File: config.mk
export PLATFORM = sky130hd
export DESIGN_NAME = audio_clock_generation
export DESIGN_NICKNAME = d
export VERILOG_FILES = /design/src/common/audio_clock_pkg.sv /design/src/design/audio_clock_generation.sv /design/src/design/clock_ratio_divider.sv
export SDC_FILE = /design/constraint.sdc
export NUM_CORES = 1
export LEC_CHECK = 0
export BUFFER_PORTS_ARGS = -buffer_cell sky130_fd_sc_hd__buf_2
export CORE_MARGIN = 5
export CORE_UTILIZATION = 60
export CTS_BUF_LIST = sky130_fd_sc_hd__clkbuf_4 sky130_fd_sc_hd__clkbuf_8
export DETAILED_ROUTE_END_ITERATION = 12
export PLACE_DENSITY = 0.89
export RECOVER_POWER = 25
export SYNTH_ARGS = -nofsm -noshare
export SYNTH_HDL_FRONTEND = slang
export SYNTH_SLANG_ARGS = --single-unit
File: constraint.sdc
create_clock -name clk_sys_i -period 6.1 [get_ports clk_sys_i]
set_clock_uncertainty 0.1 [all_clocks]
set_input_delay 0.305 -clock clk_sys_i [delete_from_list [all_inputs] [get_ports clk_sys_i]]
set_output_delay 0.305 -clock clk_sys_i [all_outputs]
set_load 0.01 [all_outputs]
File: src/common/audio_clock_pkg.sv
// constants, register map and carriers of the audio clock generator
package audio_clock_pkg;

  // ==========================================================
  // register subaddresses
  localparam logic [7:0] ADDR_CYCLES_PER_FIELD_LOW = 8'h30;
  localparam logic [7:0] ADDR_CYCLES_PER_FIELD_MID = 8'h31;
  localparam logic [7:0] ADDR_CYCLES_PER_FIELD_HIGH = 8'h32;
  localparam logic [7:0] ADDR_NOMINAL_INCREMENT_LOW = 8'h34;
  localparam logic [7:0] ADDR_NOMINAL_INCREMENT_MID = 8'h35;
  localparam logic [7:0] ADDR_NOMINAL_INCREMENT_HIGH = 8'h36;
  localparam logic [7:0] ADDR_BIT_CLOCK_RATIO = 8'h38;
  localparam logic [7:0] ADDR_CHANNEL_CLOCK_RATIO = 8'h39;
  localparam logic [7:0] ADDR_AUDIO_CLOCK_CONTROL = 8'h3A;

  // ==========================================================
  // field widths and positions
  localparam int CPF_W = 18;
  localparam int CPF_HIGH_W = 2;
  localparam int INC_W = 22;
  localparam int INC_HIGH_W = 6;
  localparam int RATIO_W = 6;
  localparam int CTRL_W = 4;
  localparam int BIT_PLL_OPEN = 3;
  localparam int BIT_VREF_SOURCE = 2;
  localparam int BIT_CHANNEL_PHASE = 1;
  localparam int BIT_BIT_PHASE = 0;

  // ==========================================================
  // synthesis accumulator and loop trim
  localparam int ACC_W = 24;
  localparam int TRIM_W = 12;
  localparam logic signed [TRIM_W-1:0] TRIM_MAX = 12'sh7FF;
  localparam logic signed [TRIM_W-1:0] TRIM_MIN = -12'sh7FF;

  // ==========================================================
  // reset values
  localparam logic [CPF_W-1:0] CPF_RESET = 18'h00000;
  localparam logic [INC_W-1:0] INC_RESET = 22'h000000;
  localparam logic [RATIO_W-1:0] RATIO_RESET = 6'h00;
  localparam logic [CTRL_W-1:0] CTRL_RESET = 4'h0;

  typedef struct packed {
    logic pll_open_select;
    logic vertical_ref_source;
    logic channel_clock_phase;
    logic bit_clock_phase;
  } audio_ctrl_s;

  typedef struct packed {
    logic level;
    logic rise;
    logic fall;
  } clk_edges_s;

endpackage

File: src/design/audio_clock_generation.sv
// audio clock generator: field-locked master clock with bit and channel clocks
//
// How it works
// - 18-bit master cycles per field, 30H-32H
// - 22-bit nominal increment, 34H-36H
// - bit clock from master, ratio 38H
// - channel clock from bit clock, ratio 39H
// - control bit 3: PLL locked or open
// - control bit 2: vertical reference source
// - control bit 1: channel clock launch edge
// - control bit 0: bit clock launch edge
`timescale 1ns/1ps
module audio_clock_generation
  import audio_clock_pkg::*;
(
  // clock and reset
  input wire logic clk_sys_i,
  input wire logic srst_i,
  // subaddressed register port
  input wire logic [7:0] reg_addr_i,
  input wire logic [7:0] reg_wdata_i,
  input wire logic reg_we_i,
  input wire logic reg_re_i,
  output logic [7:0] reg_rdata_o,
  // vertical references
  input wire logic decoder_vsync_i,
  input wire logic expansion_vertical_ref_in_i,
  // audio clocks
  output logic master_audio_clock_o,
  output logic serial_bit_clock_o,
  output logic channel_select_clock_o
);

  // ==========================================================
  // registers
  logic [CPF_W-1:0] cycles_per_field_q;
  logic [INC_W-1:0] nominal_increment_q;
  logic [RATIO_W-1:0] bit_clock_ratio_q;
  logic [RATIO_W-1:0] channel_clock_ratio_q;
  audio_ctrl_s ctrl_q;

  always_ff @(posedge clk_sys_i) begin
    if (srst_i) begin
      cycles_per_field_q <= CPF_RESET;
      nominal_increment_q <= INC_RESET;
      bit_clock_ratio_q <= RATIO_RESET;
      channel_clock_ratio_q <= RATIO_RESET;
      ctrl_q <= CTRL_RESET;
    end else if (reg_we_i) begin
      if (reg_addr_i == ADDR_CYCLES_PER_FIELD_LOW) begin
        cycles_per_field_q[7:0] <= reg_wdata_i;
      end else if (reg_addr_i == ADDR_CYCLES_PER_FIELD_MID) begin
        cycles_per_field_q[15:8] <= reg_wdata_i;
      end else if (reg_addr_i == ADDR_CYCLES_PER_FIELD_HIGH) begin
        cycles_per_field_q[17:16] <= reg_wdata_i[CPF_HIGH_W-1:0];
      end else if (reg_addr_i == ADDR_NOMINAL_INCREMENT_LOW) begin
        nominal_increment_q[7:0] <= reg_wdata_i;
      end else if (reg_addr_i == ADDR_NOMINAL_INCREMENT_MID) begin
        nominal_increment_q[15:8] <= reg_wdata_i;
      end else if (reg_addr_i == ADDR_NOMINAL_INCREMENT_HIGH) begin
        nominal_increment_q[21:16] <= reg_wdata_i[INC_HIGH_W-1:0];
      end else if (reg_addr_i == ADDR_BIT_CLOCK_RATIO) begin
        bit_clock_ratio_q <= reg_wdata_i[RATIO_W-1:0];
      end else if (reg_addr_i == ADDR_CHANNEL_CLOCK_RATIO) begin
        channel_clock_ratio_q <= reg_wdata_i[RATIO_W-1:0];
      end else if (reg_addr_i == ADDR_AUDIO_CLOCK_CONTROL) begin
        ctrl_q <= reg_wdata_i[CTRL_W-1:0];
      end
    end
  end

  // ==========================================================
  // read data, one cycle after the read strobe
  logic [7:0] rdata_d;

  always_comb begin
    rdata_d = 8'h00;
    if (reg_addr_i == ADDR_CYCLES_PER_FIELD_LOW) begin
      rdata_d = cycles_per_field_q[7:0];
    end else if (reg_addr_i == ADDR_CYCLES_PER_FIELD_MID) begin
      rdata_d = cycles_per_field_q[15:8];
    end else if (reg_addr_i == ADDR_CYCLES_PER_FIELD_HIGH) begin
      rdata_d = {6'h00, cycles_per_field_q[17:16]};
    end else if (reg_addr_i == ADDR_NOMINAL_INCREMENT_LOW) begin
      rdata_d = nominal_increment_q[7:0];
    end else if (reg_addr_i == ADDR_NOMINAL_INCREMENT_MID) begin
      rdata_d = nominal_increment_q[15:8];
    end else if (reg_addr_i == ADDR_NOMINAL_INCREMENT_HIGH) begin
      rdata_d = {2'h0, nominal_increment_q[21:16]};
    end else if (reg_addr_i == ADDR_BIT_CLOCK_RATIO) begin
      rdata_d = {2'h0, bit_clock_ratio_q};
    end else if (reg_addr_i == ADDR_CHANNEL_CLOCK_RATIO) begin
      rdata_d = {2'h0, channel_clock_ratio_q};
    end else if (reg_addr_i == ADDR_AUDIO_CLOCK_CONTROL) begin
      rdata_d = {4'h0, ctrl_q};
    end
  end

  always_ff @(posedge clk_sys_i) begin
    if (srst_i) begin
      reg_rdata_o <= 8'h00;
    end else if (reg_re_i) begin
      reg_rdata_o <= rdata_d;
    end
  end

  // ==========================================================
  // vertical reference selection and edge detection
  logic xrv_meta_q;
  logic xrv_sync_q;
  logic vref_prev_q;
  logic vref_sel;
  logic field_start;

  always_ff @(posedge clk_sys_i) begin
    if (srst_i) begin
      xrv_meta_q <= 1'b0;
      xrv_sync_q <= 1'b0;
    end else begin
      xrv_meta_q <= expansion_vertical_ref_in_i;
      xrv_sync_q <= xrv_meta_q;
    end
  end

  assign vref_sel = ctrl_q.vertical_ref_source ? xrv_sync_q : decoder_vsync_i;
  assign field_start = vref_sel && !vref_prev_q;

  always_ff @(posedge clk_sys_i) begin
    if (srst_i) begin
      vref_prev_q <= 1'b0;
    end else begin
      vref_prev_q <= vref_sel;
    end
  end

  // ==========================================================
  // master clock synthesis
  logic [ACC_W-1:0] acc_q;
  logic [ACC_W-1:0] acc_d;
  logic signed [TRIM_W-1:0] trim_q;
  logic [ACC_W-1:0] step;
  clk_edges_s master_q;

  // open loop uses the nominal increment alone
  assign step = ctrl_q.pll_open_select ? ACC_W'(nominal_increment_q)
              : ACC_W'(nominal_increment_q) + ACC_W'(trim_q);
  assign acc_d = acc_q + step;

  always_ff @(posedge clk_sys_i) begin
    if (srst_i) begin
      acc_q <= '0;
      master_q <= '0;
    end else begin
      acc_q <= acc_d;
      master_q.level <= acc_d[ACC_W-1];
      master_q.rise <= acc_d[ACC_W-1] && !acc_q[ACC_W-1];
      master_q.fall <= !acc_d[ACC_W-1] && acc_q[ACC_W-1];
    end
  end

  // ==========================================================
  // field lock loop
  logic [CPF_W-1:0] field_count_q;

  always_ff @(posedge clk_sys_i) begin
    if (srst_i) begin
      field_count_q <= '0;
    end else if (field_start) begin
      field_count_q <= '0;
    end else if (master_q.rise && (field_count_q != '1)) begin
      field_count_q <= field_count_q + 1'b1;
    end
  end

  always_ff @(posedge clk_sys_i) begin
    if (srst_i || ctrl_q.pll_open_select) begin
      trim_q <= '0;
    end else if (field_start) begin
      if ((field_count_q > cycles_per_field_q) && (trim_q > TRIM_MIN)) begin
        trim_q <= trim_q - 1'b1;
      end else if ((field_count_q < cycles_per_field_q) && (trim_q < TRIM_MAX)) begin
        trim_q <= trim_q + 1'b1;
      end
    end
  end

  // ==========================================================
  // derived clocks
  clk_edges_s bit_clk;
  clk_edges_s chan_clk;

  clock_ratio_divider u_bit_div (
    .clk_sys_i(clk_sys_i),
    .srst_i(srst_i),
    .src_i(master_q),
    .ratio_i(bit_clock_ratio_q),
    .rise_phase_i(ctrl_q.bit_clock_phase),
    .out_o(bit_clk)
  );

  clock_ratio_divider u_chan_div (
    .clk_sys_i(clk_sys_i),
    .srst_i(srst_i),
    .src_i(bit_clk),
    .ratio_i(channel_clock_ratio_q),
    .rise_phase_i(ctrl_q.channel_clock_phase),
    .out_o(chan_clk)
  );

  assign master_audio_clock_o = master_q.level;
  assign serial_bit_clock_o = bit_clk.level;
  assign channel_select_clock_o = chan_clk.level;

endmodule

File: src/design/clock_ratio_divider.sv
// divides a sampled clock by a programmable ratio, launching on a chosen edge
`timescale 1ns/1ps
module clock_ratio_divider
  import audio_clock_pkg::*;
(
  // clock and reset
  input wire logic clk_sys_i,
  input wire logic srst_i,
  // source clock edges and settings
  input wire clk_edges_s src_i,
  input wire logic [RATIO_W-1:0] ratio_i,
  input wire logic rise_phase_i,
  // divided clock
  output clk_edges_s out_o
);

  logic [RATIO_W-1:0] cnt_q;
  logic launch;

  // output toggles after ratio+1 launching edges of the source
  assign launch = rise_phase_i ? src_i.rise : src_i.fall;

  always_ff @(posedge clk_sys_i) begin
    if (srst_i) begin
      cnt_q <= '0;
    end else if (launch) begin
      cnt_q <= (cnt_q >= ratio_i) ? '0 : cnt_q + 1'b1;
    end
  end

  always_ff @(posedge clk_sys_i) begin
    if (srst_i) begin
      out_o <= '0;
    end else begin
      out_o.rise <= launch && (cnt_q >= ratio_i) && !out_o.level;
      out_o.fall <= launch && (cnt_q >= ratio_i) && out_o.level;
      if (launch && (cnt_q >= ratio_i)) begin
        out_o.level <= !out_o.level;
      end
    end
  end

endmodule

==> results by group <==
Place
  – Number of buffer cells added on primary ports: 32
  – Post-DP HPWL: 16.52 mm
  – Placed Area: 9324 um2
  – Placed Cells: 1300
  – RePlAce Congestion: 0.9661

Synth
  – Top_reg_cell synth: dfxtp_1
  – Sequential fraction of the synthesis area: 30.60%
  – Synth Area in XOR/XNOR: 7.086%
  – Complex-gate fraction of the synthesized area: 19.08%
  – Synth Cell Area: 9094 um2
  – Synth async-reset ratio: 0%
  – Syn_nets: 1237
  – Avg Cell Area, Syn: 8.105 um2
  – Yosys warning count: 0
  – Adder-cell share of the synthesized area: 13.04%
  – Post-synthesis cell type count: 69
  – Post-synth EDFFs: 0
  – Largest family of logic cells by synthesized area: simple AND/OR/NAND/NOR gates
  – Post-synthesis register bit count: 139
  – Gate Count Post-Synth: 1122
  – Post-synthesis simple-gate area fraction: 19.81%
  – Mux cell area share after synthesis: 6.178%

Global route
  – Initial antenna violation count: 0
  – Vias in the first global route: 7912
  – Largest net degree at the start of global routing: 63
  – Grt ovf: 0
  – Gr usage total: 25.75%
  – First-pass GRT wire length: 37.89 mm

Floorplan
  – Die area: 17720 um2
  – Initial Utilization: 60.49%
  – Cell Rows: 45
  – Die Wd: 133.1 um
  – Die height: 133.1 um
  – Ports: 33
  – CORE AREA: 15030 um2

Status
  – Outcome: complete, but fails checks
  – Failing checks: capacitance limit, slew limit

Timing
  – Final Slew Violations: 107
  – RSZ-0062 raised after global routing: no
  – Post-route setup TNS: 0 ns
  – Final Critical Period: 5.273 ns
  – Tcrit/Tclk final: 86.44%
  – Tightest Pin Transition: 2.733 ns
  – Fin. Hold Viols: 0
  – Maximum clock rate: 189.6 MHz
  – Slew margin rel.: -82.20%
  – Final setup fails: 0

Clock tree
  – Clock transition at path regs: 0.09 ns
  – # Post-CTS Setup Buffers: 0
  – H-tree levels: 4
  – Clk buf depth: 2
  – CTS Buf Count: 17
  – Clock sink count: 139
  – Clock root buffer: clkbuf_8
  – Clk_lat worst skew: 0.47 ns
  – CTS tree: done

Power
  – Tot Pwr: 1.761 mW
  – Leakage: 4.289 nW
  – Cell area power density: 181.4 nW/um2
  – VDD IR max: 0.1730 mV

Routing
  – Via count: 8268
  – Number of vias per cell: 6.203
  – Routed Antenna Nets: 0
  – Wire per inst: 17.07 um
  – DRC violations left: 0
  – Drt pass-1 iters: 9
  – Starting DRT DRC Count: 941
  – Final wirelength: 22.76 mm

Hold path
  – Hold Path Class: input port to flip-flop
  – HP Start: reg_wdata_i[7]
  – Hold EP: cycles_per_field_q[15]
  – WHS Path Cells: 3

Critical path
  – Critical Path Fanout Max: 13
  – CP Class: flip-flop to flip-flop
  – CP Capture Type: flip-flop
  – Arr. time, crit path: 5.58 ns
  – Worst R2R Start: cycles_per_field_q[7]
  – Worst Path Required: 6.41 ns
  – Worst setup SP type: flip-flop
  – Critical R2R Capture: trim_q[11]
  – R2r setup slk: 0.83 ns
  – Worst R2R Path Depth: 19

Final layout
  – Design area: 9703 um2
  – Reg area: 2783 um2
  – # fillers: 1219
  – Fin nets: 1247
  – Fin cells: 1333
  – Layout area overhead: 6.701%
  – Area occupied by multi-input gates: 5929 um2
  – Core Util, Final: 64.54%
  – Layout cell share with drive strength beyond 1: 7.074%
  – Antenna diode count: 0

Job
  – Total of max-cap violations: 2
-- metrics by stage --
step                      setup WS [ns]  hold slack [ns]
after floorplan                   1.659           0.3138
after global placement            1.307           0.3294
after detailed placement          1.123           0.3258
after CTS                        0.9764          0.01991
after global routing             0.4101          0.04992
final                            0.8271          0.04440
-- final cells by class --
| class | count | area share, % |
|---|---|---|
| inverter | 47 | 1.818 |
| timing repair buffer | 38 | 1.947 |
| clock buffer | 17 | 2.411 |
| tap | 188 | 2.424 |
| multi-input combinational | 889 | 61.11 |
| sequential | 139 | 28.68 |
| clock inverter | 15 | 1.612 |
-- cell usage in the layout, fill, tap and decap left out, types with 9 or more instances in the layout --
cell type | netlist | layout
nor2_1 | 149 | 149
nand2_1 | 103 | 103
buf_2 | 0 | 20
nand4_1 | 19 | 19
nand2b_1 | 13 | 13
dfxtp_1 | 139 | 139
clkbuf_8 | 1 | 17
nor2b_1 | 13 | 13
xnor2_1 | 31 | 31
xor2_1 | 40 | 40
nand3_1 | 45 | 45
o21ai_0 | 49 | 49
a21o_1 | 38 | 38
ha_1 | 90 | 90
and3_1 | 9 | 9
nor3_1 | 21 | 21
inv_1 | 47 | 47
mux2i_1 | 48 | 48
clkbuf_1 | 41 | 13
a21oi_1 | 89 | 89
a211oi_1 | 12 | 12
o21a_1 | 9 | 9
a22oi_1 | 9 | 9
-- cell families (layout without fill, tap and decap cells) --
logic type | count (synthesis) | in the layout
simple gates | 398 | 398
compound gates | 271 | 271
flops | 139 | 139
buf+inv | 94 | 117
fa+ha+maj | 93 | 93
xor+xnor | 72 | 72
mux | 55 | 55
-- synth_stat cells (all sizes together), types with 40 or more instances --
| cell type | n | area, um2 |
|---|---|---|
| xor2 | 40 | 350.3 |
| nor2 | 149 | 559.3 |
| nand3 | 45 | 225.2 |
| nand2 | 104 | 392.9 |
| a21o | 41 | 311.5 |
| dfxtp | 139 | 2783 |
| mux2i | 49 | 494.2 |
| o21ai | 51 | 259.0 |
| a21oi | 89 | 445.4 |
| inv | 47 | 176.4 |
| clkbuf | 42 | 167.7 |
| ha | 90 | 1126 |
-- sequential cells by signal, summed over array words and instances (netlist names) --
register and count:
acc_q 24, nominal_increment_q 22, cycles_per_field_q 18, field_count_q 18, trim_q 12, reg_rdata_o 8
bit_clock_ratio_q 6, channel_clock_ratio_q 6, u_bit_div.cnt_q 6, u_chan_div.cnt_q 6, ctrl_q 4, u_bit_div.out_o 3
master_q 2, u_chan_div.out_o 1, vref_prev_q 1, xrv_meta_q 1, xrv_sync_q 1
-- routing by layer --
| layer | part of all wire, % | track usage (%) | vias to the layer above |
|---|---|---|---|
| li1 | - | - | 4004 |
| met1 | 42 | 32.97 | 3807 |
| met2 | 46 | 41.20 | 372 |
| met3 | 8.6 | 6.647 | 85 |
| met4 | 3.6 | 11.20 | 0 |
| met5 | 0 | 0 | - |
-- critical path: stages, from the launching register on --
cell       delay (ns)
dfxtp_1          0.36
inv_1            0.05
ha_1             0.31
a21o_1           0.16
a21o_1           0.17
a21oi_1          0.21
nor3_1           0.11
a2111oi_0        0.81
a21oi_1          0.20
buf_4            0.24
ha_1             0.28
a21o_1           0.18
a21o_1           0.21
a2111oi_2        0.35
nor3_1           0.12
a41o_1           0.27
o41ai_1          0.32
mux2_2           0.39
a211oi_1         0.23
a31o_2           0.13
-- timing repair --
action / in CTS / in global routing
hold buffers: 1 / 0
gates resized for setup: 0 / 0
endpoints found under the hold margin: 1 / 0
-- power by group --
part | internal, mW | switching, mW | leakage, nW
sequential | 0.912 | 0.00322 | 1.12
combinational | 0.0265 | 0.0641 | 2.97
clock | 0.338 | 0.417 | 0.195
total | 1.28 | 0.484 | 4.29
-- worst max-delay path by stage --
stage | from | to | cells after the start
final | cycles_per_field_q[7] | trim_q[11] | 19
after global routing | cycles_per_field_q[7] | trim_q[11] | 19
after CTS | cycles_per_field_q[7] | trim_q[11] | 19
after detailed placement | cycles_per_field_q[11] | trim_q[11] | 19
after global placement | cycles_per_field_q[7] | trim_q[11] | 19
after floorplan | cycles_per_field_q[7] | trim_q[11] | 18
Note: power is estimated with default switching activity, not from simulation.
